==> src/logic/icr_params.svh <==
// Register map, field positions and reset values of the command registers
`ifndef ICR_PARAMS_SVH
`define ICR_PARAMS_SVH

// ----------------------------------------------------------------
// Register byte addresses
// ----------------------------------------------------------------
`define ICR_A_SVR_BASE 32'hfffff080
`define ICR_A_SVR_MASK 32'hffffff80
`define ICR_A_IVR 32'hfffff100
`define ICR_A_FVR 32'hfffff104
`define ICR_A_ISR 32'hfffff108
`define ICR_A_IPR 32'hfffff10c
`define ICR_A_IMR 32'hfffff110
`define ICR_A_CISR 32'hfffff114
`define ICR_A_IECR 32'hfffff120
`define ICR_A_IDCR 32'hfffff124
`define ICR_A_ICCR 32'hfffff128
`define ICR_A_ISCR 32'hfffff12c
`define ICR_A_EOICR 32'hfffff130
`define ICR_A_SPU 32'hfffff134
`define ICR_A_DCR 32'hfffff138
`define ICR_A_FFER 32'hfffff140
`define ICR_A_FFDR 32'hfffff144
`define ICR_A_FFSR 32'hfffff148
`define ICR_A_EVT_STAT 32'hfffff150
`define ICR_A_EVT_CLR 32'hfffff154
`define ICR_A_EVT_EN 32'hfffff158

// ----------------------------------------------------------------
// Fields and reset values
// ----------------------------------------------------------------
`define ICR_DCR_PROTECT_EN 0
`define ICR_DCR_LINE_MASK 1
`define ICR_FAST_SRC 0
`define ICR_FAST_SRC_ID 5'h00
`define ICR_EV_EOI 0
`define ICR_EV_SPUR_N 1
`define ICR_EV_SPUR_F 2
`define ICR_RST_WORD 32'h0000_0000
`define ICR_RST_DCR 2'h0
`define ICR_RST_EVT 3'h0
`define ICR_NO_FORCE_SRC0 32'hffff_fffe

`endif

==> src/logic/icr_pkg.sv <==
// Types shared by the command register block
package icr_pkg;

	// Bus handshake states, Gray coded along idle, wait, done
	typedef enum logic [1:0] {
		ST_IDLE = 2'h0,
		ST_WAIT = 2'h1,
		ST_DONE = 2'h3
	} icr_state_t;

	typedef struct packed {
		icr_state_t st;
		logic [31:0] pend;
		logic [31:0] mask;
		logic [31:0] ffs;
		logic [31:0] spu;
		logic [1:0] dcr;
		logic cur_valid;
		logic [4:0] cur_id;
		logic [31:0] src_prev;
		logic [2:0] evt_stat;
		logic [2:0] evt_en;
		logic pready;
		logic pslverr;
		logic [31:0] prdata;
		logic normal_irq_out_n_n;
		logic fast_irq_out_n_n;
		logic irq;
	} icr_regs_t;

endpackage

==> src/logic/icr_vec_mem.sv <==
// Source vector memory: one write port, registered read port
`timescale 1ns/1ps
module icr_vec_mem #(
	parameter int WIDTH = 32,
	parameter int DEPTH = 32,
	parameter int AW = 5
) (
	// Clock
	input wire logic core_clk,
	// Write port
	input wire logic we,
	input wire logic [AW-1:0] waddr,
	input wire logic [WIDTH-1:0] wdata,
	// Read port
	input wire logic [AW-1:0] raddr,
	output logic [WIDTH-1:0] rdata
);

	logic [WIDTH-1:0] mem [DEPTH];

	// No reset on the array; software programs every vector it uses
	always_ff @(posedge core_clk) begin
		if (we) begin
			mem[waddr] <= wdata;
		end
		rdata <= mem[raddr];
	end

endmodule

==> src/logic/icr_cmd_regs.sv <==
// Interrupt command registers, vector reads and processor request lines
//
// Overview of operation
// - Set command marks written-one sources pending
// - Any end-of-interrupt write ends current treatment
// - Spurious vector register, read-write, resets zero
// - Spurious normal vector read returns spurious value
// - Spurious fast vector read returns spurious value
// - Debug bit 0 turns protection mode on
// - Debug bit 1 holds both request lines inactive
// - Fast forcing enable sets per-source forcing
// - Fast forcing disable clears per-source forcing
// - Fast forcing status shows forcing, bit0 zero
// - Normal vector read returns current source vector
// - Fast vector read returns source zero vector
// - Clear command drops written-one pending sources
//
// Implementation choice: the APB register port.
`timescale 1ns/1ps
`include "icr_params.svh"
module icr_cmd_regs
	import icr_pkg::*;
(
	// Clock and reset
	input wire logic core_clk,
	input wire logic rst,
	// APB slave
	input wire logic psel,
	input wire logic penable,
	input wire logic pwrite,
	input wire logic [31:0] paddr,
	input wire logic [31:0] pwdata,
	output logic [31:0] prdata,
	output logic pready,
	output logic pslverr,
	// Interrupt sources, active high
	input wire logic [31:0] src_irq,
	// Processor request lines, active low
	output logic normal_irq_out_n,
	output logic fast_irq_out_n,
	// Block event interrupt
	output logic irq_out
);

	// ----------------------------------------------------------------
	// State and derived terms
	// ----------------------------------------------------------------
	icr_regs_t s_r;
	icr_regs_t s_nxt;

	logic [31:0] normal_req;
	logic [31:0] fast_req;
	logic best_found;
	logic [4:0] best_id;
	logic [4:0] mem_raddr;
	logic [31:0] mem_rdata;
	logic mem_we;
	logic in_wait;
	logic svr_hit;

	function automatic logic [5:0] first_set(input logic [31:0] v);
		logic [5:0] r;
		r = 6'h00;
		for (int i = 31; i >= 0; i--) begin
			if (v[i]) begin
				r = {1'b1, 5'(i)};
			end
		end
		return r;
	endfunction

	function automatic logic hit(input logic [31:0] a, input logic [31:0] b);
		return a == b;
	endfunction

	assign normal_req = s_r.pend & s_r.mask & ~s_r.ffs &
		`ICR_NO_FORCE_SRC0;
	assign fast_req = s_r.pend & s_r.mask & (s_r.ffs | ~`ICR_NO_FORCE_SRC0);
	assign {best_found, best_id} = first_set(normal_req);

	assign in_wait = s_r.st == ST_WAIT;
	assign svr_hit = (paddr & `ICR_A_SVR_MASK) == `ICR_A_SVR_BASE;
	assign mem_we = in_wait && pwrite && svr_hit;

	// ----------------------------------------------------------------
	// Vector memory, read address chosen one cycle ahead of the answer
	// ----------------------------------------------------------------
	always_comb begin
		if (hit(paddr, `ICR_A_IVR)) begin
			mem_raddr = best_id;
		end else if (hit(paddr, `ICR_A_FVR)) begin
			mem_raddr = `ICR_FAST_SRC_ID;
		end else begin
			mem_raddr = paddr[6:2];
		end
	end

	icr_vec_mem #(
		.WIDTH(32),
		.DEPTH(32),
		.AW(5)
	) u_vec_mem (
		.core_clk(core_clk),
		.we(mem_we),
		.waddr(paddr[6:2]),
		.wdata(pwdata),
		.raddr(mem_raddr),
		.rdata(mem_rdata)
	);

	// ----------------------------------------------------------------
	// Next state
	// ----------------------------------------------------------------
	always_comb begin
		logic [31:0] set_b;
		logic [31:0] clr_b;
		logic [2:0] ev;
		logic take;
		logic wr;
		logic rd;
		set_b = s_r.src_prev ^ src_irq;
		set_b = set_b & src_irq;
		clr_b = `ICR_RST_WORD;
		ev = `ICR_RST_EVT;
		take = 1'b0;
		wr = in_wait && pwrite;
		rd = in_wait && !pwrite;
		s_nxt = s_r;
		s_nxt.src_prev = src_irq;
		s_nxt.pready = 1'b0;
		s_nxt.pslverr = 1'b0;
		case (s_r.st)
			ST_IDLE: begin
				if (psel && penable) begin
					s_nxt.st = ST_WAIT;
				end
			end
			ST_WAIT: begin
				s_nxt.st = ST_DONE;
				s_nxt.pready = 1'b1;
			end
			ST_DONE: begin
				s_nxt.st = ST_IDLE;
			end
			default: begin
				s_nxt.st = ST_IDLE;
			end
		endcase
		// Reads: data and their side effects in the wait cycle
		if (rd) begin
			s_nxt.prdata = `ICR_RST_WORD;
			if (svr_hit) begin
				s_nxt.prdata = mem_rdata;
			end else if (hit(paddr, `ICR_A_IVR)) begin
				s_nxt.prdata = best_found ? mem_rdata : s_r.spu;
				if (!s_r.dcr[`ICR_DCR_PROTECT_EN]) begin
					take = 1'b1;
				end
			end else if (hit(paddr, `ICR_A_FVR)) begin
				s_nxt.prdata = (|fast_req) ? mem_rdata : s_r.spu;
				if (|fast_req) begin
					clr_b[`ICR_FAST_SRC] = 1'b1;
				end else begin
					ev[`ICR_EV_SPUR_F] = 1'b1;
				end
			end else if (hit(paddr, `ICR_A_ISR)) begin
				s_nxt.prdata = {27'h0, s_r.cur_id};
			end else if (hit(paddr, `ICR_A_IPR)) begin
				s_nxt.prdata = s_r.pend;
			end else if (hit(paddr, `ICR_A_IMR)) begin
				s_nxt.prdata = s_r.mask;
			end else if (hit(paddr, `ICR_A_CISR)) begin
				s_nxt.prdata = {30'h0, ~s_r.normal_irq_out_n_n, ~s_r.fast_irq_out_n_n};
			end else if (hit(paddr, `ICR_A_SPU)) begin
				s_nxt.prdata = s_r.spu;
			end else if (hit(paddr, `ICR_A_DCR)) begin
				s_nxt.prdata = {30'h0, s_r.dcr};
			end else if (hit(paddr, `ICR_A_FFSR)) begin
				s_nxt.prdata = s_r.ffs;
			end else if (hit(paddr, `ICR_A_EVT_STAT)) begin
				s_nxt.prdata = {29'h0, s_r.evt_stat};
			end else if (hit(paddr, `ICR_A_EVT_EN)) begin
				s_nxt.prdata = {29'h0, s_r.evt_en};
			end else if (!(hit(paddr, `ICR_A_IECR) ||
				hit(paddr, `ICR_A_IDCR) || hit(paddr, `ICR_A_ICCR) ||
				hit(paddr, `ICR_A_ISCR) || hit(paddr, `ICR_A_EOICR) ||
				hit(paddr, `ICR_A_FFER) || hit(paddr, `ICR_A_FFDR) ||
				hit(paddr, `ICR_A_EVT_CLR))) begin
				s_nxt.pslverr = 1'b1;
			end
		end
		// Writes
		if (wr) begin
			if (svr_hit) begin
				s_nxt.pslverr = 1'b0;
			end else if (hit(paddr, `ICR_A_IVR)) begin
				// write takes the interrupt in protection mode
				take = s_r.dcr[`ICR_DCR_PROTECT_EN];
			end else if (hit(paddr, `ICR_A_IECR)) begin
				s_nxt.mask = s_r.mask | pwdata;
			end else if (hit(paddr, `ICR_A_IDCR)) begin
				s_nxt.mask = s_r.mask & ~pwdata;
			end else if (hit(paddr, `ICR_A_ICCR)) begin
				clr_b = clr_b | pwdata;
			end else if (hit(paddr, `ICR_A_ISCR)) begin
				set_b = set_b | pwdata;
			end else if (hit(paddr, `ICR_A_EOICR)) begin
				s_nxt.cur_valid = 1'b0;
				ev[`ICR_EV_EOI] = 1'b1;
			end else if (hit(paddr, `ICR_A_SPU)) begin
				s_nxt.spu = pwdata;
			end else if (hit(paddr, `ICR_A_DCR)) begin
				s_nxt.dcr = pwdata[1:0];
			end else if (hit(paddr, `ICR_A_FFER)) begin
				s_nxt.ffs = (s_r.ffs | pwdata) & `ICR_NO_FORCE_SRC0;
			end else if (hit(paddr, `ICR_A_FFDR)) begin
				s_nxt.ffs = s_r.ffs & ~pwdata;
			end else if (hit(paddr, `ICR_A_EVT_CLR)) begin
				s_nxt.evt_stat = s_r.evt_stat & ~pwdata[2:0];
			end else if (hit(paddr, `ICR_A_EVT_EN)) begin
				s_nxt.evt_en = pwdata[2:0];
			end else begin
				s_nxt.pslverr = 1'b1;
			end
		end
		// Taking the current interrupt; no current one means spurious
		if (take) begin
			if (best_found) begin
				s_nxt.cur_valid = 1'b1;
				s_nxt.cur_id = best_id;
				clr_b[best_id] = 1'b1;
			end else begin
				ev[`ICR_EV_SPUR_N] = 1'b1;
			end
		end
		// A new source edge or set wins over a clear in the same cycle
		s_nxt.pend = (s_r.pend & ~clr_b) | set_b;
		s_nxt.evt_stat = s_nxt.evt_stat | ev;
		s_nxt.irq = |(s_nxt.evt_stat & s_nxt.evt_en);
		// general mask holds both lines high
		s_nxt.normal_irq_out_n_n = s_r.dcr[`ICR_DCR_LINE_MASK] ||
			!((|normal_req) && !s_r.cur_valid);
		s_nxt.fast_irq_out_n_n = s_r.dcr[`ICR_DCR_LINE_MASK] || !(|fast_req);
	end

	always_ff @(posedge core_clk) begin
		if (rst) begin
			s_r <= '0;
			s_r.st <= ST_IDLE;
			s_r.normal_irq_out_n_n <= 1'b1;
			s_r.fast_irq_out_n_n <= 1'b1;
		end else begin
			s_r <= s_nxt;
		end
	end

	assign prdata = s_r.prdata;
	assign pready = s_r.pready;
	assign pslverr = s_r.pslverr;
	assign normal_irq_out_n = s_r.normal_irq_out_n_n;
	assign fast_irq_out_n = s_r.fast_irq_out_n_n;
	assign irq_out = s_r.irq;

	logic w_wait;
	logic r_wait;
	assign w_wait = in_wait && pwrite;
	assign r_wait = in_wait && !pwrite;
endmodule

==> config.mk <==
export PLATFORM = sky130hd
export DESIGN_NAME = icr_cmd_regs
export DESIGN_NICKNAME = d
export VERILOG_FILES = /design/src/logic/icr_pkg.sv /design/src/logic/icr_vec_mem.sv /design/src/logic/icr_cmd_regs.sv
export VERILOG_INCLUDE_DIRS = /design/src /design/src/logic
export SDC_FILE = /design/constraint.sdc
export NUM_CORES = 2
export LEC_CHECK = 0
export BUFFER_PORTS_ARGS = -buffer_cell sky130_fd_sc_hd__buf_2
export CAP_MARGIN = 30
export CORE_AREA = 5 5 416 418
export DETAILED_ROUTE_END_ITERATION = 8
export DIE_AREA = 0 0 421 423
export GPL_TIMING_DRIVEN = 0
export PLACE_DENSITY_LB_ADDON = 0.25
export SETUP_SLACK_MARGIN = 0.4
export SLEW_MARGIN = 20
export SYNTH_ARGS = -nofsm -noshare
export SYNTH_HDL_FRONTEND = slang
export SYNTH_SLANG_ARGS = --single-unit
export TNS_END_PERCENT = 50
==> constraint.sdc <==
create_clock -name core_clk -period 5.55 [get_ports core_clk]
set_clock_uncertainty 0.05 [all_clocks]
set_input_delay 0.555 -clock core_clk [delete_from_list [all_inputs] [get_ports core_clk]]
set_output_delay 0.555 -clock core_clk [all_outputs]
set_load 0.01 [all_outputs]
# After elaboration in Yosys (flattened, before gate mapping)

Memory sizes are Yosys's and may differ from the RTL's. A register that Yosys moved wholly into a read port is not among the register bits.
Index checks and enable logic that the tools add are counted.

Magnitude comparators: 2
Eq/ne operators: 22
Muxes and demuxes: 153
Bitwise operators: 32
Reductions and logical operators: 30

Operators with widths:

| kind                 | number |
|---|---|
| $mux 32              | 31 |
| $eq 32x32->1 const B | 19 |
| $mux 6               | 45 |
| $and 32x32->32       | 7 |
| $or 32x32->32        | 5 |
| $not 32->32          | 3 |
| $mux 1               | 66 |
| $mux 33              | 1 |
| $or 1x32->32         | 1 |
| $reduce_or 32->1     | 1 |
| $xor 32x32->32       | 1 |
| $reduce_or 31->1     | 1 |
| $eq 25x25->1 const B | 1 |
| $mux 3               | 5 |
| $not 1->1            | 11 |
| $reduce_and 11->1    | 1 |
| $mux 5               | 2 |
| $reduce_and 10->1    | 1 |
| $logic_or 1x1->1     | 9 |
| $reduce_and 9->1     | 1 |
| $and 3x3->3          | 2 |
| $logic_and 1x1->1    | 6 |
| $lt 5x6->1 const B   | 1 |
| $demux 1 s5          | 1 |
| 13 further kinds     | 17 |

Bits in registers: 213
RAM bits: 1024
Bits of input ports: 101
Output and inout port bits: 37
Word-level logic and storage cells: 257
Memories kept: 1

Memory list:

| name          | depth | width | read ports | clocked after Yosys merged registers in | wr ports | line              | RTL |
|---|---|---|---|---|---|---|---|
| u_vec_mem.mem | 32    | 32    | 1          | 1                                       | 1        | icr_vec_mem.sv:19 | `logic [WIDTH-1:0] mem [DEPTH];` |

# Depth between registers and ports, before layout

Word-level depth: 51
Gate-level depth with buffers: 13
Gate-level depth less buffers: 9

# Cells and area by module

From an unflattened synthesis, not the netlist that was laid out.

Cell total of the unflattened synthesis: 3777
Area total of the unflattened synthesis: 52093.7 µm²

By module, submodules not included:

| module       | instances | cells each | area an instance (µm²) | sequential area each (µm²) |
|---|---|---|---|---|
| icr_vec_mem  | 1         | 2260       | 40492.6                | 31390.1 |
| icr_cmd_regs | 1         | 1517       | 11601.1                | 4264.1 |

# Worst setup path after synthesis

No wires, ideal clock.

Kind: input port to flip-flop
Start point: input port paddr[9]
End point: memory u_vec_mem.mem[22][0], enable pin
Library setup time: 421 ps
Data arrival time: 3688 ps
Required time: 5079 ps
Path slack: 1391 ps
Stages: 6
Buffers on the path: 1
Cell sequence: nand4b_1 or4_4 or3_1 or3_1 clkbuf_1 nor2_1

Cells in the longest elaborated chain, start to end: 4

Ends and longest elaborated chain:

| item                         | line               | RTL |
|---|---|---|
| from (decl)                  | icr_cmd_regs.sv:31 | `input wire logic [31:0] paddr,` |
| $eq 25x25->1 (no line)       | n/a                |  |
| $logic_and 1x1->1            | icr_cmd_regs.sv:83 | `assign mem_we = in_wait && pwrite && svr_hit;` |
| $mux 1                       | icr_vec_mem.sv:23  | `if (we) begin` |
| $mux 1 (implied by the code) | icr_vec_mem.sv:24  | `mem[waddr] <= wdata;` |
| to (decl)                    | icr_vec_mem.sv:19  |  |

No other way between the ends.

==> results list <==
- The run finished with clean final reports.
- Count of input and output buffers: roughly 140
- Horizontal extent of the die: 421 um
- Worst r2r dst: u_vec_mem.rdata[27]$_DFF_P_
- Height of the chip: about 420 um
* Share of async-settable or async-resettable flops after synthesis: 0%
* Cells along the critical path: and3b_1 -> a41o_1 -> a211oi_1 -> o211ai_1 -> a31oi_1 -> buf_2 -> buf_2 -> buf_2 -> mux2i_1 -> o22ai_1 -> nor4_1 -> nand3_1
* Mean Syn Cell Area: 15.3 sq um
- The clock network is responsible for 43.7% of the overall power.
- Int Pwr: 15.6 mW
- The analysis attributes to cell leakage a power of 19.7 nW.
- Sequential standard cell area: 35700 sq um
* Largest delay contributor family on the critical path: simple AND/OR/NAND/NOR gates
* Count of endpoints failing hold in the final timing report: 0
- The area growth from synthesis to layout is 19.1%.
- Signal arrival time at the worst endpoint: 5590 ps
- Detailed-placement wirelength estimate: 114 mm
* Power dissipated by switching net loads: 4.59 mW
- First-pass GRT wire length: 231 mm
- The completed layout was analyzed and its total power is around 20 mW.
* DRT iter0 DRCs: roughly 3600
- Total die area: 178000 sq um
- Worst hold path class: in2reg
* Highest achievable clock rate: 195 MHz
* Area fraction in and, or, nand and nor cells after synthesis: under 10%
- At the worst endpoint, the required time is 6010 ps.
* Post-synthesis share of cell area spent on full adders, half adders and majority gates: 0%
- Synthesis produced a netlist with a net count of roughly 3400.
- Cells fill 35.5% of the core in the end.
* Number of unique standard cell types used by synthesis: 75
- Initial standard-cell utilization of the core: 29.8%
- Total GRT Usage: a little under a fifth
- Count of synthesis-stage warnings from yosys: 0
- The max-slew violation count is 0.
* Net count reported at finish: ~3800
- Of the total power, the share spent switching nets is a little under a quarter.
* Total area of multi-input combinational cells: 13800 sq um
* Slew headroom: 30.5%
- After detailed routing, the total wire length is 166 mm.
- The share of the Yosys chip area taken by registers is 71.0%.
- DRC: 0
- Dividing the detail-routed wire length by the instance count gives 27.7 um.
* Fraction of synthesized cell area in xor and xnor cells: less than 1%
- Post-CTS timing repair inserted 0 buffers for setup.
- Proportion of layout cells with a drive suffix above 1: 18.9%
- Synth Area in Compound Gates: 8.05%
* Proportion of power drawn by combinational gates: 4.8%
* Number of antenna violations at the first check in global routing: 7
- Worst setup slack after placement: 18.6 ps
- Max FO, Critical Path: 10
- Stages on worst setup path: 12
- Critical path capture point type: flop
* Top library cells by usage in the layout, fill and taps aside: edfxtp_1 (1024), nand2_1 (290), mux2i_1 (280)
- Buffers plus inverters on the worst setup path: 3
- The worst setup path is launched from a flop.
* Clock period minus final worst setup slack: 5130 ps
* Antenna viol nets, final: 0
- The most numerous cell type found on the critical path is buf_2.
- After detailed routing, the number of vias per cell comes to 5.29.
* Number of filler instances in the final layout: between 15000 and 20000
- Worst-case setup margin in the final layout: 416 ps
* Slack of the worst reg-to-reg path: 420 ps
- Reg2Reg Depth: 12
* Clock tree from TritonCTS: yes
* Tightest hold margin: 55.6 ps
* Inserted Clock Buffers: roughly 140
- By startpoint and endpoint, the worst setup path is classified as reg2reg.
- Clock-pin slew was measured on the worst setup and hold paths at about 60 ps.
- Critical path's slowest cell: nor4_1
- Max-cap violations in this run came to 0.
* Area of the core: 169000 sq um
- Clock latency on the worst-skew pair, taken at its later pin, is 790 ps.
- IR analysis of the VDD net gives a maximum drop of between 0.3 and 0.4 mV.
- Share of the cycle needed by the critical path after routing: 92.5%
* Worst setup endpoint: u_vec_mem.rdata[27]$_DFF_P_
- The cell sitting at the root of the clock tree is a clkbuf_16.
- For the pin with the worst max-slew slack, the measured transition is between 1000 and 1500 ps.
* Max H-tree Level: 4
- Global route overflow: 0
- Site row count: 151
* TritonRoute pass-1 iters: 6
- Leaving out fill and tap cells, the most frequent cell in the layout is edfxtp_1.
* Synth Cell Area: just over 50000 sq um
- For this design the ratio of total power to cell area is about 340 nW/um^2.
* Dominant combinational cell family by area after synthesis: multiplexers
- The congestion estimate from routability-driven global placement came to 0.940.
* Most used flip-flop cell after synthesis: edfxtp_1
* Number of standard cells after synthesis: 3285
* Synth Register Bits: 1269
- In this design, the stage delay of the slowest critical-path cell is 730 ps.
- I/O Pins: roughly 140
* Maximum number of pins on one net before global-route repair: 40
* Count of flip-flops with a built-in enable after synthesis: just over 1000
- Clock Sinks: ~1300
- Sequential share of power: 51.5%
* Final setup violation count: 0
- Largest buffer count on any clock path: 3
- Via count of the first global-routing pass: 30400
- Unrepaired setup endpoints after global routing: false
* Routed vias: 31700
- Fraction of synthesized area in multiplexers: roughly 11%
==> synth_stat cells, types with 3 or more instances <==
library cell  number  share of area (%)
mux4_2           124                5.6
o21ai_0           42               0.42
mux2i_1          280                5.6
buf_4             42               0.63
a32oi_1            3              0.052
o22ai_1          125                1.6
nand4_1           15               0.19
nor3_1            19               0.19
and3b_1           16               0.28
buf_1             10              0.075
a31oi_1            7              0.087
o31ai_1            3              0.045
a22oi_1           67                1.0
o221ai_1          24               0.42
a221o_1           52                1.0
nor3b_1            3              0.045
nand3b_1          23               0.34
nor2b_1           68               0.85
o21a_1             5              0.075
and3_1             7              0.087
or3_1              7              0.087
nand3_1          138                1.4
inv_1              6              0.045
or2_2              5              0.062
buf_2             79               0.79
and2_1             5              0.062
nor4_1            42               0.52
clkbuf_1          89               0.66
edfxtp_1        1024                 61
o211ai_1          38               0.57
a21oi_1          197                2.0
a221oi_1          10               0.17
nand2_1          290                2.2
dfxtp_1          245                9.8
nand2b_1          13               0.16
a211oi_1          11               0.16
nor2_1            98               0.73
==> power groups by stage <==
stage / logic (mW) / registers (mW) / clock network, mW
finish: 0.974 / 10.4 / 8.84
global route: 1.03 / 10.4 / 9.37
CTS: 0.976 / 10.4 / 9.01
detailed placement: 0.954 / 10.6 / 0
global placement: 0.922 / 10.6 / 0
floorplan: 0.432 / 10.6 / 0
==> tightest hold or removal path: stages <==
cell and delay [ps]:
buf_2 80, inv_1 90, nor2_1 110
==> through the flow <==
step	std cells	setup TNS (ps)	cell area [sq um]
finish	5989	0	59900
global route	5984	0	59800
CTS	5979	0	59800
detailed placement	5703	0	55100
global placement	5638	-670460	53700
floorplan	3285	0	50300
==> cells by family (layout without fill, tap and decap cells) <==
family / Yosys count / after routing
compound gates: 611 / 611
xor+xnor: 1 / 1
buf+inv: 229 / 710
flops: 1269 / 1269
mux: 404 / 404
other cells: 0 / 5
simple gates: 771 / 771
==> registers in the layout (all words and copies together) (netlist names), named ones only <==
signal and cells:
s_r 113, prdata 32, pslverr 1, u_vec_mem.mem 1024, pready 1, fast_irq_out_n 1
irq_out 1, u_vec_mem.rdata 32, normal_irq_out_n 1
==> metal layers <==
layer  track usage (%)  wire length (um)  share of wire [%]
met1              24.5             71500                 43
met2              29.5             78700                 47
met3              3.51             11400                6.9
met4              4.98              4130                2.5
met5                 0                 0                  0
==> worst min-delay path by stage <==
stage,start,to,cells past startpoint
floorplan,s_r[80]$_SDFF_PP0_,normal_irq_out_n$_SDFF_PP1_,1
global placement,s_r[212]$_SDFFE_PP0P_,s_r[211]$_SDFFE_PP0P_,1
detailed placement,s_r[80]$_SDFF_PP0_,normal_irq_out_n$_SDFF_PP1_,1
CTS,src_irq[0],s_r[43]$_SDFF_PP0_,3
global route,src_irq[0],s_r[43]$_SDFF_PP0_,3
finish,src_irq[0],s_r[43]$_SDFF_PP0_,3
==> area by class of cell <==
cell class              count  area share (%)
inverters                   6          0.0376
clock inverters            60           0.865
clock buffers             183            6.29
well taps                2218            4.64
diodes                      5          0.0209
repair buffers            238            3.65
multi-input cells        1787            23.1
flip-flops and latches   1269            59.6
plain buffers             223            1.86
==> timing repair <==
item                                   4_1_cts  5_1_grt
setup endpoints to repair                    1        1
hold buffers                                33        0
resized for setup                            1        1
endpoints found under the hold margin       32        0
Note: power is estimated with default switching activity, not from simulation.
